`src/verilog/csb_pkg.sv`:
```
// csb_pkg: constants shared by the sense blanking block.
// assumes a 100 MHz clock and a word-indexed register port.
package csb_pkg;
	localparam int unsigned CLK_HZ = 100000000;
	localparam int unsigned SAMPLE_HZ = 128;
	localparam int unsigned MS_PER_S = 1000;
	localparam int unsigned SAMPLE_DIV = CLK_HZ / SAMPLE_HZ;
	localparam int unsigned MS_DIV = CLK_HZ / MS_PER_S;
	localparam int unsigned AW = 8;
	localparam int unsigned TW = 10;
	localparam int unsigned DW = 16;
	localparam int unsigned RW = 4;
	localparam logic [6:0] PCT_FULL = 7'h64;
	localparam logic [TW-1:0] NOISE_INIT_MS = 10'h06e;
	localparam logic [TW-1:0] NOISE_REG_MS = 10'h00c;
	localparam logic [TW-1:0] LCH_APACE_MS = 10'h032;
	localparam logic [RW-1:0] ASYNC_RETRIG = 4'h8;
	// register indices
	localparam logic [3:0] REG_CTRL = 4'h0;
	localparam logic [3:0] REG_UPPER_PCT = 4'h1;
	localparam logic [3:0] REG_LOWER_PCT = 4'h2;
	localparam logic [3:0] REG_MIN_THR = 4'h3;
	localparam logic [3:0] REG_UP_DUR_SENSE = 4'h4;
	localparam logic [3:0] REG_UP_DUR_PACE = 4'h5;
	localparam logic [3:0] REG_XBLANK_VP = 4'h6;
	localparam logic [3:0] REG_FARFIELD_VS = 4'h7;
	localparam logic [3:0] REG_ATR_PACE_BLANK = 4'h8;
	localparam logic [3:0] REG_RCH_APACE_BLANK = 4'h9;
	localparam logic [3:0] REG_RCH_PACE_BLANK = 4'ha;
	localparam logic [3:0] REG_LCH_PACE_BLANK = 4'hb;
	localparam logic [3:0] REG_TWAVE_PERIOD = 4'hc;
	localparam logic [3:0] REG_STATUS = 4'hd;
	localparam logic [3:0] REG_RCH_PEAK = 4'he;
	// control bits
	localparam int unsigned CTRL_ATR_EN = 0;
	localparam int unsigned CTRL_LCH_EN = 1;
	localparam int unsigned CTRL_THREE_CH = 2;
	localparam int unsigned CTRL_DUAL_SENSE = 3;
	localparam logic [3:0] CTRL_RST = 4'h3;
	// reset values
	localparam logic [6:0] UPPER_PCT_RST = 7'h32;
	localparam logic [6:0] LOWER_PCT_RST = 7'h19;
	localparam logic [AW-1:0] MIN_THR_RST = 8'h04;
	localparam logic [TW-1:0] UP_DUR_SENSE_RST = 10'h15e;
	localparam logic [TW-1:0] UP_DUR_PACE_RST = 10'h190;
	localparam logic [TW-1:0] XBLANK_VP_RST = 10'h020;
	localparam logic [TW-1:0] FARFIELD_VS_RST = 10'h064;
	localparam logic [TW-1:0] ATR_PACE_BLANK_RST = 10'h032;
	localparam logic [TW-1:0] RCH_APACE_RST = 10'h028;
	localparam logic [TW-1:0] RCH_PACE_RST = 10'h064;
	localparam logic [TW-1:0] LCH_PACE_RST = 10'h064;
	localparam logic [TW-1:0] TWAVE_RST = 10'h0c8;
	localparam int unsigned CH_ATR = 0;
	localparam int unsigned CH_RCH = 1;
	localparam int unsigned CH_LCH = 2;
endpackage

```
`src/verilog/csb_sense_blanking.sv`:
```
// csb_sense_blanking: blanking, noise and adaptive threshold sensing.
// assumes synchronous one-cycle pace pulses and sampled amplitudes.
// How it works
// - ventricular pace blanks atrium for programmed time
// - ventricular sense opens atrial far-field blanking
// - atrial pace blanks atrial channel, programmable
// - atrial pace blanks both ventricles, left fixed
// - right pace blanks right, left on three-chamber
// - left pace blanks both ventricles, three-chamber
// - senses inside noise excluded from rate
// - sense in 110 ms noise starts 12 ms
// - noise interval restarts on each sense
// - endless right-chamber noise restarts force asynchronous pacing
// - atrial off stops stream and recording
// - left off stops sensing, stream, recording
// - upper threshold is percent of peak
// - upper duration differs after sense, pace
// - lower threshold is percent of peak
// - minimum threshold floors every threshold
// - thresholds recomputed each beat, clamped
// - post-pace period keeps raised threshold
// - default thresholds fifty and twenty-five percent
// - default upper hold 350 or 400 ms
// - amplitudes sampled at 128 Hz
//
// Strobed register access and the placing of the registers are this design's own decisions.
`timescale 1ns/100ps

module csb_channel import csb_pkg::*; (
	// clock and reset
	input wire logic clk_in,
	input wire logic rst_n_in,
	// time base
	input wire logic ms_tick_in,
	input wire logic sample_tick_in,
	// channel inputs
	input wire logic enable_in,
	input wire logic [AW-1:0] amp_in,
	input wire logic pace_in,
	input wire logic [TW-1:0] blank_len_in,
	// settings
	input wire logic [6:0] upper_pct_in,
	input wire logic [6:0] lower_pct_in,
	input wire logic [AW-1:0] min_thr_in,
	input wire logic [TW-1:0] dur_sense_in,
	input wire logic [TW-1:0] dur_pace_in,
	input wire logic [TW-1:0] twave_in,
	// results
	output logic sense_out,
	output logic rate_out,
	output logic blanked_out,
	output logic noise_out,
	output logic async_out,
	output logic upper_out,
	output logic [AW-1:0] peak_out
);
	logic [TW-1:0] blank_q, blank_d, noise_q, noise_d;
	logic [TW-1:0] up_q, up_d, tw_q, tw_d;
	logic [AW-1:0] peak_q, peak_d, prev_q, prev_d, thr;
	logic [RW-1:0] retrig_q, retrig_d;
	logic sense_q, sense_d, rate_q, rate_d;
	logic [AW+6:0] up_prod, lo_prod;
	logic [AW-1:0] up_thr, lo_thr;
	logic [6:0] up_pct, lo_pct;
	logic hit;

	// threshold from last peak, floored by the minimum
	always_comb begin
		up_pct = (upper_pct_in > PCT_FULL) ? PCT_FULL : upper_pct_in;
		lo_pct = (lower_pct_in > PCT_FULL) ? PCT_FULL : lower_pct_in;
		up_prod = peak_q * up_pct;
		lo_prod = peak_q * lo_pct;
		up_thr = AW'(up_prod / PCT_FULL);
		lo_thr = AW'(lo_prod / PCT_FULL);
		if (up_q != '0 || tw_q != '0) begin
			thr = up_thr;
		end else begin
			thr = lo_thr;
		end
		if (thr < min_thr_in) begin
			thr = min_thr_in;
		end
		hit = sample_tick_in && enable_in && blank_q == '0 &&
			amp_in >= thr && prev_q < thr;
	end

	always_comb begin
		blank_d = blank_q;
		noise_d = noise_q;
		up_d = up_q;
		tw_d = tw_q;
		peak_d = peak_q;
		prev_d = prev_q;
		retrig_d = retrig_q;
		sense_d = 1'b0;
		rate_d = 1'b0;
		if (ms_tick_in) begin
			if (blank_q != '0) begin
				blank_d = blank_q - 1'b1;
			end
			if (noise_q != '0) begin
				noise_d = noise_q - 1'b1;
			end
			if (up_q != '0) begin
				up_d = up_q - 1'b1;
			end
			if (tw_q != '0) begin
				tw_d = tw_q - 1'b1;
			end
		end
		if (noise_d == '0) begin
			retrig_d = '0;
		end
		if (blank_len_in > blank_d) begin
			blank_d = blank_len_in;
		end
		if (sample_tick_in) begin
			prev_d = amp_in;
			if (up_q != '0 && amp_in > peak_q && blank_q == '0) begin
				peak_d = amp_in;
			end
		end
		if (pace_in) begin
			up_d = dur_pace_in;
			tw_d = twave_in;
		end
		if (hit) begin
			sense_d = 1'b1;
			peak_d = amp_in;
			up_d = dur_sense_in;
			if (noise_q != '0) begin
				noise_d = NOISE_REG_MS;
				if (retrig_q != ASYNC_RETRIG) begin
					retrig_d = retrig_q + 1'b1;
				end
			end else begin
				rate_d = 1'b1;
				noise_d = NOISE_INIT_MS;
				retrig_d = '0;
			end
		end
	end

	always_ff @(posedge clk_in or negedge rst_n_in) begin
		if (!rst_n_in) begin
			blank_q <= '0;
			noise_q <= '0;
			up_q <= '0;
			tw_q <= '0;
			peak_q <= '0;
			prev_q <= '0;
			retrig_q <= '0;
			sense_q <= 1'b0;
			rate_q <= 1'b0;
		end else begin
			blank_q <= blank_d;
			noise_q <= noise_d;
			up_q <= up_d;
			tw_q <= tw_d;
			peak_q <= peak_d;
			prev_q <= prev_d;
			retrig_q <= retrig_d;
			sense_q <= sense_d;
			rate_q <= rate_d;
		end
	end

	assign sense_out = sense_q;
	assign rate_out = rate_q;
	assign blanked_out = blank_q != '0;
	assign noise_out = noise_q != '0;
	assign async_out = retrig_q == ASYNC_RETRIG;
	assign upper_out = up_q != '0 || tw_q != '0;
	assign peak_out = peak_q;
endmodule

module csb_sense_blanking import csb_pkg::*; #(
	parameter int unsigned SAMPLE_CYCLES = SAMPLE_DIV,
	parameter int unsigned MS_CYCLES = MS_DIV,
	parameter logic [TW-1:0] LCH_APACE_LEN = LCH_APACE_MS
) (
	// clock and reset
	input wire logic ref_clk_in,
	input wire logic rst_n_in,
	// register port
	input wire logic [3:0] reg_addr_in,
	input wire logic [DW-1:0] reg_wdata_in,
	input wire logic reg_wr_in,
	input wire logic reg_rd_in,
	output logic [DW-1:0] reg_rdata_out,
	// pace events
	input wire logic atrial_pace_in,
	input wire logic right_chamber_pace_in,
	input wire logic left_chamber_pace_in,
	// sampled lead amplitudes
	input wire logic [AW-1:0] atrial_amp_in,
	input wire logic [AW-1:0] right_chamber_amp_in,
	input wire logic [AW-1:0] left_chamber_amp_in,
	// qualified events
	output logic atrial_sense_event_out,
	output logic atrial_rate_event_out,
	output logic ventricular_sense_event_out,
	output logic ventricular_rate_event_out,
	output logic left_chamber_sense_event_out,
	output logic async_pace_out,
	// waveform stream and recording enables
	output logic [2:0] intracardiac_waveform_stream_en_out,
	output logic [2:0] record_en_out
);
	logic [31:0] samp_cnt_q, samp_cnt_d, ms_cnt_q, ms_cnt_d;
	logic samp_tick, ms_tick;
	logic [3:0] ctrl_q, ctrl_d;
	logic [6:0] upct_q, upct_d, lpct_q, lpct_d;
	logic [AW-1:0] min_q, min_d;
	logic [TW-1:0] dsen_q, dsen_d, dpac_q, dpac_d, xvp_q, xvp_d;
	logic [TW-1:0] ffvs_q, ffvs_d, apb_q, apb_d, rap_q, rap_d;
	logic [TW-1:0] rpb_q, rpb_d, lpb_q, lpb_d, tw_q, tw_d;
	logic [DW-1:0] rdata_q, rdata_d;
	logic [2:0] stream_q, stream_d;
	logic [TW-1:0] len [3];
	logic [2:0] en, pace, sense, rate, blanked, noise, async_v, upper;
	logic [AW-1:0] amp [3];
	logic [AW-1:0] peak [3];
	logic three_ch, vpace;

	function automatic logic [TW-1:0] mx(input logic [TW-1:0] a,
		input logic [TW-1:0] b);
		mx = (a > b) ? a : b;
	endfunction

	// 128 Hz sample enable and 1 ms window enable
	always_comb begin
		samp_tick = samp_cnt_q == SAMPLE_CYCLES - 1;
		ms_tick = ms_cnt_q == MS_CYCLES - 1;
		samp_cnt_d = samp_tick ? '0 : samp_cnt_q + 1;
		ms_cnt_d = ms_tick ? '0 : ms_cnt_q + 1;
	end

	always_ff @(posedge ref_clk_in or negedge rst_n_in) begin
		if (!rst_n_in) begin
			samp_cnt_q <= '0;
			ms_cnt_q <= '0;
		end else begin
			samp_cnt_q <= samp_cnt_d;
			ms_cnt_q <= ms_cnt_d;
		end
	end

	// register writes and reads
	always_comb begin
		ctrl_d = ctrl_q;
		upct_d = upct_q;
		lpct_d = lpct_q;
		min_d = min_q;
		dsen_d = dsen_q;
		dpac_d = dpac_q;
		xvp_d = xvp_q;
		ffvs_d = ffvs_q;
		apb_d = apb_q;
		rap_d = rap_q;
		rpb_d = rpb_q;
		lpb_d = lpb_q;
		tw_d = tw_q;
		rdata_d = '0;
		if (reg_wr_in) begin
			case (reg_addr_in)
				REG_CTRL: ctrl_d = reg_wdata_in[3:0];
				REG_UPPER_PCT: upct_d = reg_wdata_in[6:0];
				REG_LOWER_PCT: lpct_d = reg_wdata_in[6:0];
				REG_MIN_THR: min_d = reg_wdata_in[AW-1:0];
				REG_UP_DUR_SENSE: dsen_d = reg_wdata_in[TW-1:0];
				REG_UP_DUR_PACE: dpac_d = reg_wdata_in[TW-1:0];
				REG_XBLANK_VP: xvp_d = reg_wdata_in[TW-1:0];
				REG_FARFIELD_VS: ffvs_d = reg_wdata_in[TW-1:0];
				REG_ATR_PACE_BLANK: apb_d = reg_wdata_in[TW-1:0];
				REG_RCH_APACE_BLANK: rap_d = reg_wdata_in[TW-1:0];
				REG_RCH_PACE_BLANK: rpb_d = reg_wdata_in[TW-1:0];
				REG_LCH_PACE_BLANK: lpb_d = reg_wdata_in[TW-1:0];
				REG_TWAVE_PERIOD: tw_d = reg_wdata_in[TW-1:0];
				default: ;
			endcase
		end
		if (reg_rd_in) begin
			case (reg_addr_in)
				REG_CTRL: rdata_d = DW'(ctrl_q);
				REG_UPPER_PCT: rdata_d = DW'(upct_q);
				REG_LOWER_PCT: rdata_d = DW'(lpct_q);
				REG_MIN_THR: rdata_d = DW'(min_q);
				REG_UP_DUR_SENSE: rdata_d = DW'(dsen_q);
				REG_UP_DUR_PACE: rdata_d = DW'(dpac_q);
				REG_XBLANK_VP: rdata_d = DW'(xvp_q);
				REG_FARFIELD_VS: rdata_d = DW'(ffvs_q);
				REG_ATR_PACE_BLANK: rdata_d = DW'(apb_q);
				REG_RCH_APACE_BLANK: rdata_d = DW'(rap_q);
				REG_RCH_PACE_BLANK: rdata_d = DW'(rpb_q);
				REG_LCH_PACE_BLANK: rdata_d = DW'(lpb_q);
				REG_TWAVE_PERIOD: rdata_d = DW'(tw_q);
				REG_STATUS: rdata_d = DW'({async_pace_out, upper, noise,
					blanked});
				REG_RCH_PEAK: rdata_d = DW'(peak[CH_RCH]);
				default: rdata_d = '0;
			endcase
		end
	end

	always_ff @(posedge ref_clk_in or negedge rst_n_in) begin
		if (!rst_n_in) begin
			ctrl_q <= CTRL_RST;
			upct_q <= UPPER_PCT_RST;
			lpct_q <= LOWER_PCT_RST;
			min_q <= MIN_THR_RST;
			dsen_q <= UP_DUR_SENSE_RST;
			dpac_q <= UP_DUR_PACE_RST;
			xvp_q <= XBLANK_VP_RST;
			ffvs_q <= FARFIELD_VS_RST;
			apb_q <= ATR_PACE_BLANK_RST;
			rap_q <= RCH_APACE_RST;
			rpb_q <= RCH_PACE_RST;
			lpb_q <= LCH_PACE_RST;
			tw_q <= TWAVE_RST;
			rdata_q <= '0;
		end else begin
			ctrl_q <= ctrl_d;
			upct_q <= upct_d;
			lpct_q <= lpct_d;
			min_q <= min_d;
			dsen_q <= dsen_d;
			dpac_q <= dpac_d;
			xvp_q <= xvp_d;
			ffvs_q <= ffvs_d;
			apb_q <= apb_d;
			rap_q <= rap_d;
			rpb_q <= rpb_d;
			lpb_q <= lpb_d;
			tw_q <= tw_d;
			rdata_q <= rdata_d;
		end
	end

	assign reg_rdata_out = rdata_q;

	// blanking lengths requested this cycle, zero when none
	always_comb begin
		three_ch = ctrl_q[CTRL_THREE_CH];
		vpace = right_chamber_pace_in || left_chamber_pace_in;
		len[CH_ATR] = mx(mx(vpace ? xvp_q : '0,
			sense[CH_RCH] ? ffvs_q : '0),
			atrial_pace_in ? apb_q : '0);
		len[CH_RCH] = mx(mx(atrial_pace_in ? rap_q : '0,
			right_chamber_pace_in ? rpb_q : '0),
			(three_ch && left_chamber_pace_in) ? lpb_q : '0);
		len[CH_LCH] = mx(mx(atrial_pace_in ? LCH_APACE_LEN : '0,
			(three_ch && right_chamber_pace_in) ? rpb_q : '0),
			(three_ch && left_chamber_pace_in) ? lpb_q : '0);
		en[CH_ATR] = ctrl_q[CTRL_ATR_EN];
		en[CH_RCH] = 1'b1;
		en[CH_LCH] = ctrl_q[CTRL_LCH_EN] && three_ch;
		pace[CH_ATR] = atrial_pace_in;
		pace[CH_RCH] = right_chamber_pace_in;
		pace[CH_LCH] = left_chamber_pace_in;
		amp[CH_ATR] = atrial_amp_in;
		amp[CH_RCH] = right_chamber_amp_in;
		amp[CH_LCH] = left_chamber_amp_in;
		stream_d = en;
	end

	always_ff @(posedge ref_clk_in or negedge rst_n_in) begin
		if (!rst_n_in) begin
			stream_q <= '0;
		end else begin
			stream_q <= stream_d;
		end
	end

	for (genvar c = 0; c < 3; c++) begin : g_ch
		csb_channel u_ch (
			.clk_in(ref_clk_in),
			.rst_n_in(rst_n_in),
			.ms_tick_in(ms_tick),
			.sample_tick_in(samp_tick),
			.enable_in(en[c]),
			.amp_in(amp[c]),
			.pace_in(pace[c]),
			.blank_len_in(len[c]),
			.upper_pct_in(upct_q),
			.lower_pct_in(lpct_q),
			.min_thr_in(min_q),
			.dur_sense_in(dsen_q),
			.dur_pace_in(dpac_q),
			.twave_in(tw_q),
			.sense_out(sense[c]),
			.rate_out(rate[c]),
			.blanked_out(blanked[c]),
			.noise_out(noise[c]),
			.async_out(async_v[c]),
			.upper_out(upper[c]),
			.peak_out(peak[c])
		);
	end

	assign atrial_sense_event_out = sense[CH_ATR];
	assign atrial_rate_event_out = rate[CH_ATR];
	assign ventricular_sense_event_out = sense[CH_RCH];
	assign ventricular_rate_event_out = rate[CH_RCH];
	assign left_chamber_sense_event_out = sense[CH_LCH];
	assign async_pace_out = async_v[CH_RCH];
	assign intracardiac_waveform_stream_en_out = stream_q;
	assign record_en_out = stream_q;
endmodule

```
`config.mk`:
```
export PLATFORM = sky130hd
export DESIGN_NAME = csb_sense_blanking
export DESIGN_NICKNAME = d
export VERILOG_FILES = /design/src/verilog/csb_pkg.sv /design/src/verilog/csb_sense_blanking.sv
export SDC_FILE = /design/constraint.sdc
export NUM_CORES = 2
export LEC_CHECK = 0
export ABC_AREA = 1
export ABC_CLOCK_PERIOD_IN_PS = 16680
export CORE_ASPECT_RATIO = 1.75
export CORE_MARGIN = 5
export CORE_UTILIZATION = 50
export DETAILED_ROUTE_END_ITERATION = 10
export DONT_BUFFER_PORTS = 1
export HOLD_SLACK_MARGIN = 0.02
export PLACE_DENSITY = 0.69
export SYNTH_ARGS = -nofsm -noshare
export SYNTH_HDL_FRONTEND = slang
export SYNTH_SLANG_ARGS = --single-unit
```
`constraint.sdc`:
```
create_clock -name ref_clk_in -period 16.68 [get_ports ref_clk_in]
set_input_delay 3.336 -clock ref_clk_in [delete_from_list [all_inputs] [get_ports ref_clk_in]]
set_output_delay 3.336 -clock ref_clk_in [all_outputs]
set_load 0.05 [all_outputs]
```
==> impl_results.md <==
* Status: finished, violations left
* Violations in the final reports: max-slew violations
* Most frequent cells in the layout: nand2_1 (1414), inv_1 (894), nor2_1 (575)
* Endpoints failing setup at 0
* CTS Buffer Depth at 3
* Least-Margin Pin Slew at 1.546 ns
* Mux contribution to synthesized area at 0.02513%
* Clock-pin slew reported for the worst setup and hold paths after clock tree synthesis at 0.07 ns
* Synth Area in Compound Gates at 11.13%
* CTS tree: done
* CORE AREA at 79360 µm²
* Remaining Overflow, GRT at 0
* CTS root buffer: clkbuf_16
* Worst Path Max Fanout at 27
* Initial antenna violation count at 2
* Pin count of the biggest net entering global routing at 371
* Register area share after synthesis at 23.36%
* Nets at 6213
* Synthesized flop and latch total at 370
* Synth Flop Type: dfrtp_1
* TritonCTS buffer count at 39
* Avg Inst Size Synth at 7.016 µm²
* WL/cell at 17.98 µm
* RSZ-0062 raised after global routing: false
* Post-DP HPWL at 94780 µm
* Routed vias at 36.85k
* WP buf/inv at 4
* Period minus WS final at 13.54 ns
* Layout cell share with drive strength beyond 1 at 7.654%
* EDFF count, synth at 0
* Max Cap Viol at 0
* Critical path launch point type: flop
* Skew final at 0.02304 ns
* P&R area growth vs syn at 5.594%
* Post-synthesis xor/xnor area fraction at 2.682%
* Fin Hold WS at 0.4649 ns
* Post-Synth Adder-Cell Area at 20.87%
* Hold_buf cts at 0
* Vias/cell at 5.520
* R2r startpoint: upct_q[5]
* Clock latency at the later pin of the worst-skew pair at 0.58 ns
* Postcts setup bufs at 0
* Clock Sink Count at 370
* Die ar. at 85640 µm²
* Max Slew Vio Count at 31
* Placed cell areas at 40620 µm²
* Asr flop ratio synth at 100.0%
* Crit path max-delay family: simple AND/OR/NAND/NOR gates
* Rows at 137
* WS Path Type: flop to flop
* Slowest stage delay, CP at 1.00 ns
* Initial core utilization at 50.19%
* First DRT Iteration DRCs at 2182
* CP max-delay cell: dfstp_2
* H-tree Lvls at 2
* Worst hold start: ms_cnt_q[0]
* Die W at 223.4 µm
* Routed WL at 120100 µm
* Post-CTS Resized at 0
* Vias in the first global route at 36.60k
* Slew Limit Headroom at -3.064%
* Main combinational cell family by area after synthesis: simple AND/OR/NAND/NOR gates
* First-pass GRT wire length at 190200 µm
* DRT Pass-1 Iters at 8
* Mapped Area at 39830 µm²
* GRT Util Overall at 27.60%
* Simple-gate portion of the synthesized area at 31.00%
* Hold/Removal Path Class: flop to flop
* Fin crit share at 81.20%
* Post-route ant nets at 0
* Ports at 79
* Kind of end point of the critical path: flop
* Data arrival, critical path at 14.00 ns
* Yosys cell types at 78
* I/O Buffers at 0
* GP Congestion at 0.9675
* Setup TNS at 0 ns
* Worst endpoint required time at 17.14 ns
* Die Height at 383.4 µm
* Post-synthesis instance total at 5678
* Yosys Warn Count at 0
* Drt drc at 0
* Max Freq at 73.83 MHz
* Most used cell along the critical path: nand2_1
* Worst setup startpoint: upct_q[5]
* Most common cell after layout, fill and taps aside: nand2_1
* Post-route cell area at 42060 µm²
* Final hold vios at 0
## synth_stat cells, drive strengths merged, types with 3 or more instances
library cell     n  area, µm²
nor3            68      367.9
or2             12      75.08
ha             386       4830
a22oi            3      22.52
o21a            11      82.58
o21ai          389       2018
a21boi           5      52.55
a21o             6      52.55
nand4          105      747.0
xnor2           41      359.1
nor4            34      219.0
a31oi           18      112.6
a211oi          16      120.1
o2111ai          6      52.55
clkbuf         117      452.9
buf             36      317.8
and2             4      25.02
dfrtp          334       8358
nand2         1546       6344
clkinv          15      56.30
nor2           613       2459
a21oi          197      997.2
o22ai           33      206.5
o211ai          19      147.6
fa             174       3483
a41oi            3      26.28
a2111oi          3      26.28
inv            932       3501
and3             5      31.28
o221ai          14      122.6
a221oi          21      183.9
nand3          348       1954
nand3b          13      101.4
dfstp           36      945.9
xor2            81      709.4
o21bai          11      82.58
a32oi            6      52.55
## registers in the layout, indices dropped and copies added (netlist names), 24 cells and up
register            cells
g_ch.u_ch.up_q         30
g_ch.u_ch.noise_q      30
g_ch.u_ch.prev_q       24
g_ch.u_ch.tw_q         30
g_ch.u_ch.peak_out     24
g_ch.u_ch.blank_q      30
samp_cnt_q             32
ms_cnt_q               32
## final cells by class
class                           count  area (µm²)
Clock buffer                       47        1077
Sequential cell                   370        9304
Fill cell                        7887       37300
Timing Repair Buffer               33       247.7
Antenna cell                        3       7.507
Inverter                          947        3557
Tap cell                         1042        1304
Multi-Input combinational cell   4211       26210
Clock inverter                     23       354.1
## cell families (layout without fill, tap and decap cells)
group | count (synthesis) | after routing
compound gates | 769 | 769
buf+inv | 1102 | 1050
simple gates | 2752 | 2752
mux | 1 | 1
flops | 370 | 370
xor+xnor | 122 | 122
fa+ha+maj | 560 | 560
other cells | 2 | 10
## worst paths after layout
kind	end	slack, ns	depth (start not counted)
min in group asynchronous	g_ch[2].u_ch.blank_q[6]	2.47	0
hold reg to reg	ms_cnt_q[0]	0.46	1
setup / recovery	g_ch[1].u_ch.peak_out[1]	3.14	76
hold / removal	ms_cnt_q[0]	0.46	1
max in group asynchronous	g_ch[0].u_ch.prev_q[7]	12.97	0
setup reg to reg	g_ch[1].u_ch.peak_out[1]	3.14	76
## per-stage QoR
step | utilization, % | worst slack [ns] | instances
5_1_grt | 52.99 | 2.141 | 6674
6_report | 53.00 | 3.136 | 6676
3_3_place_gp | 51.19 | 3.371 | 6603
2_1_floorplan | - | 6.039 | 5683
3_5_place_dp | 51.19 | 3.243 | 6603
4_1_cts | 52.99 | 3.181 | 6673
## routing by layer
metal	wire, µm	up-vias	global-route usage (%)
li1	-	18040	-
met1	41770	17350	28.04
met2	61370	1044	51.28
met3	6223	416	4.052
met4	10680	0	19.31
met5	0	-	0
## worst register-to-register path: cells and delay by family, from the launching register on
family / cells / cell delay, ns
and+or+nand+nor: 58 / 8.40
adders and majority gates: 6 / 2.60
DFF: 1 / 1.00
buffers and inverters: 4 / 0.34
AOI/OAI and AO/OA: 8 / 1.10
Power is not shown: default switching activity piles up to over one toggle a cycle in this logic, so the estimate is an artifact.
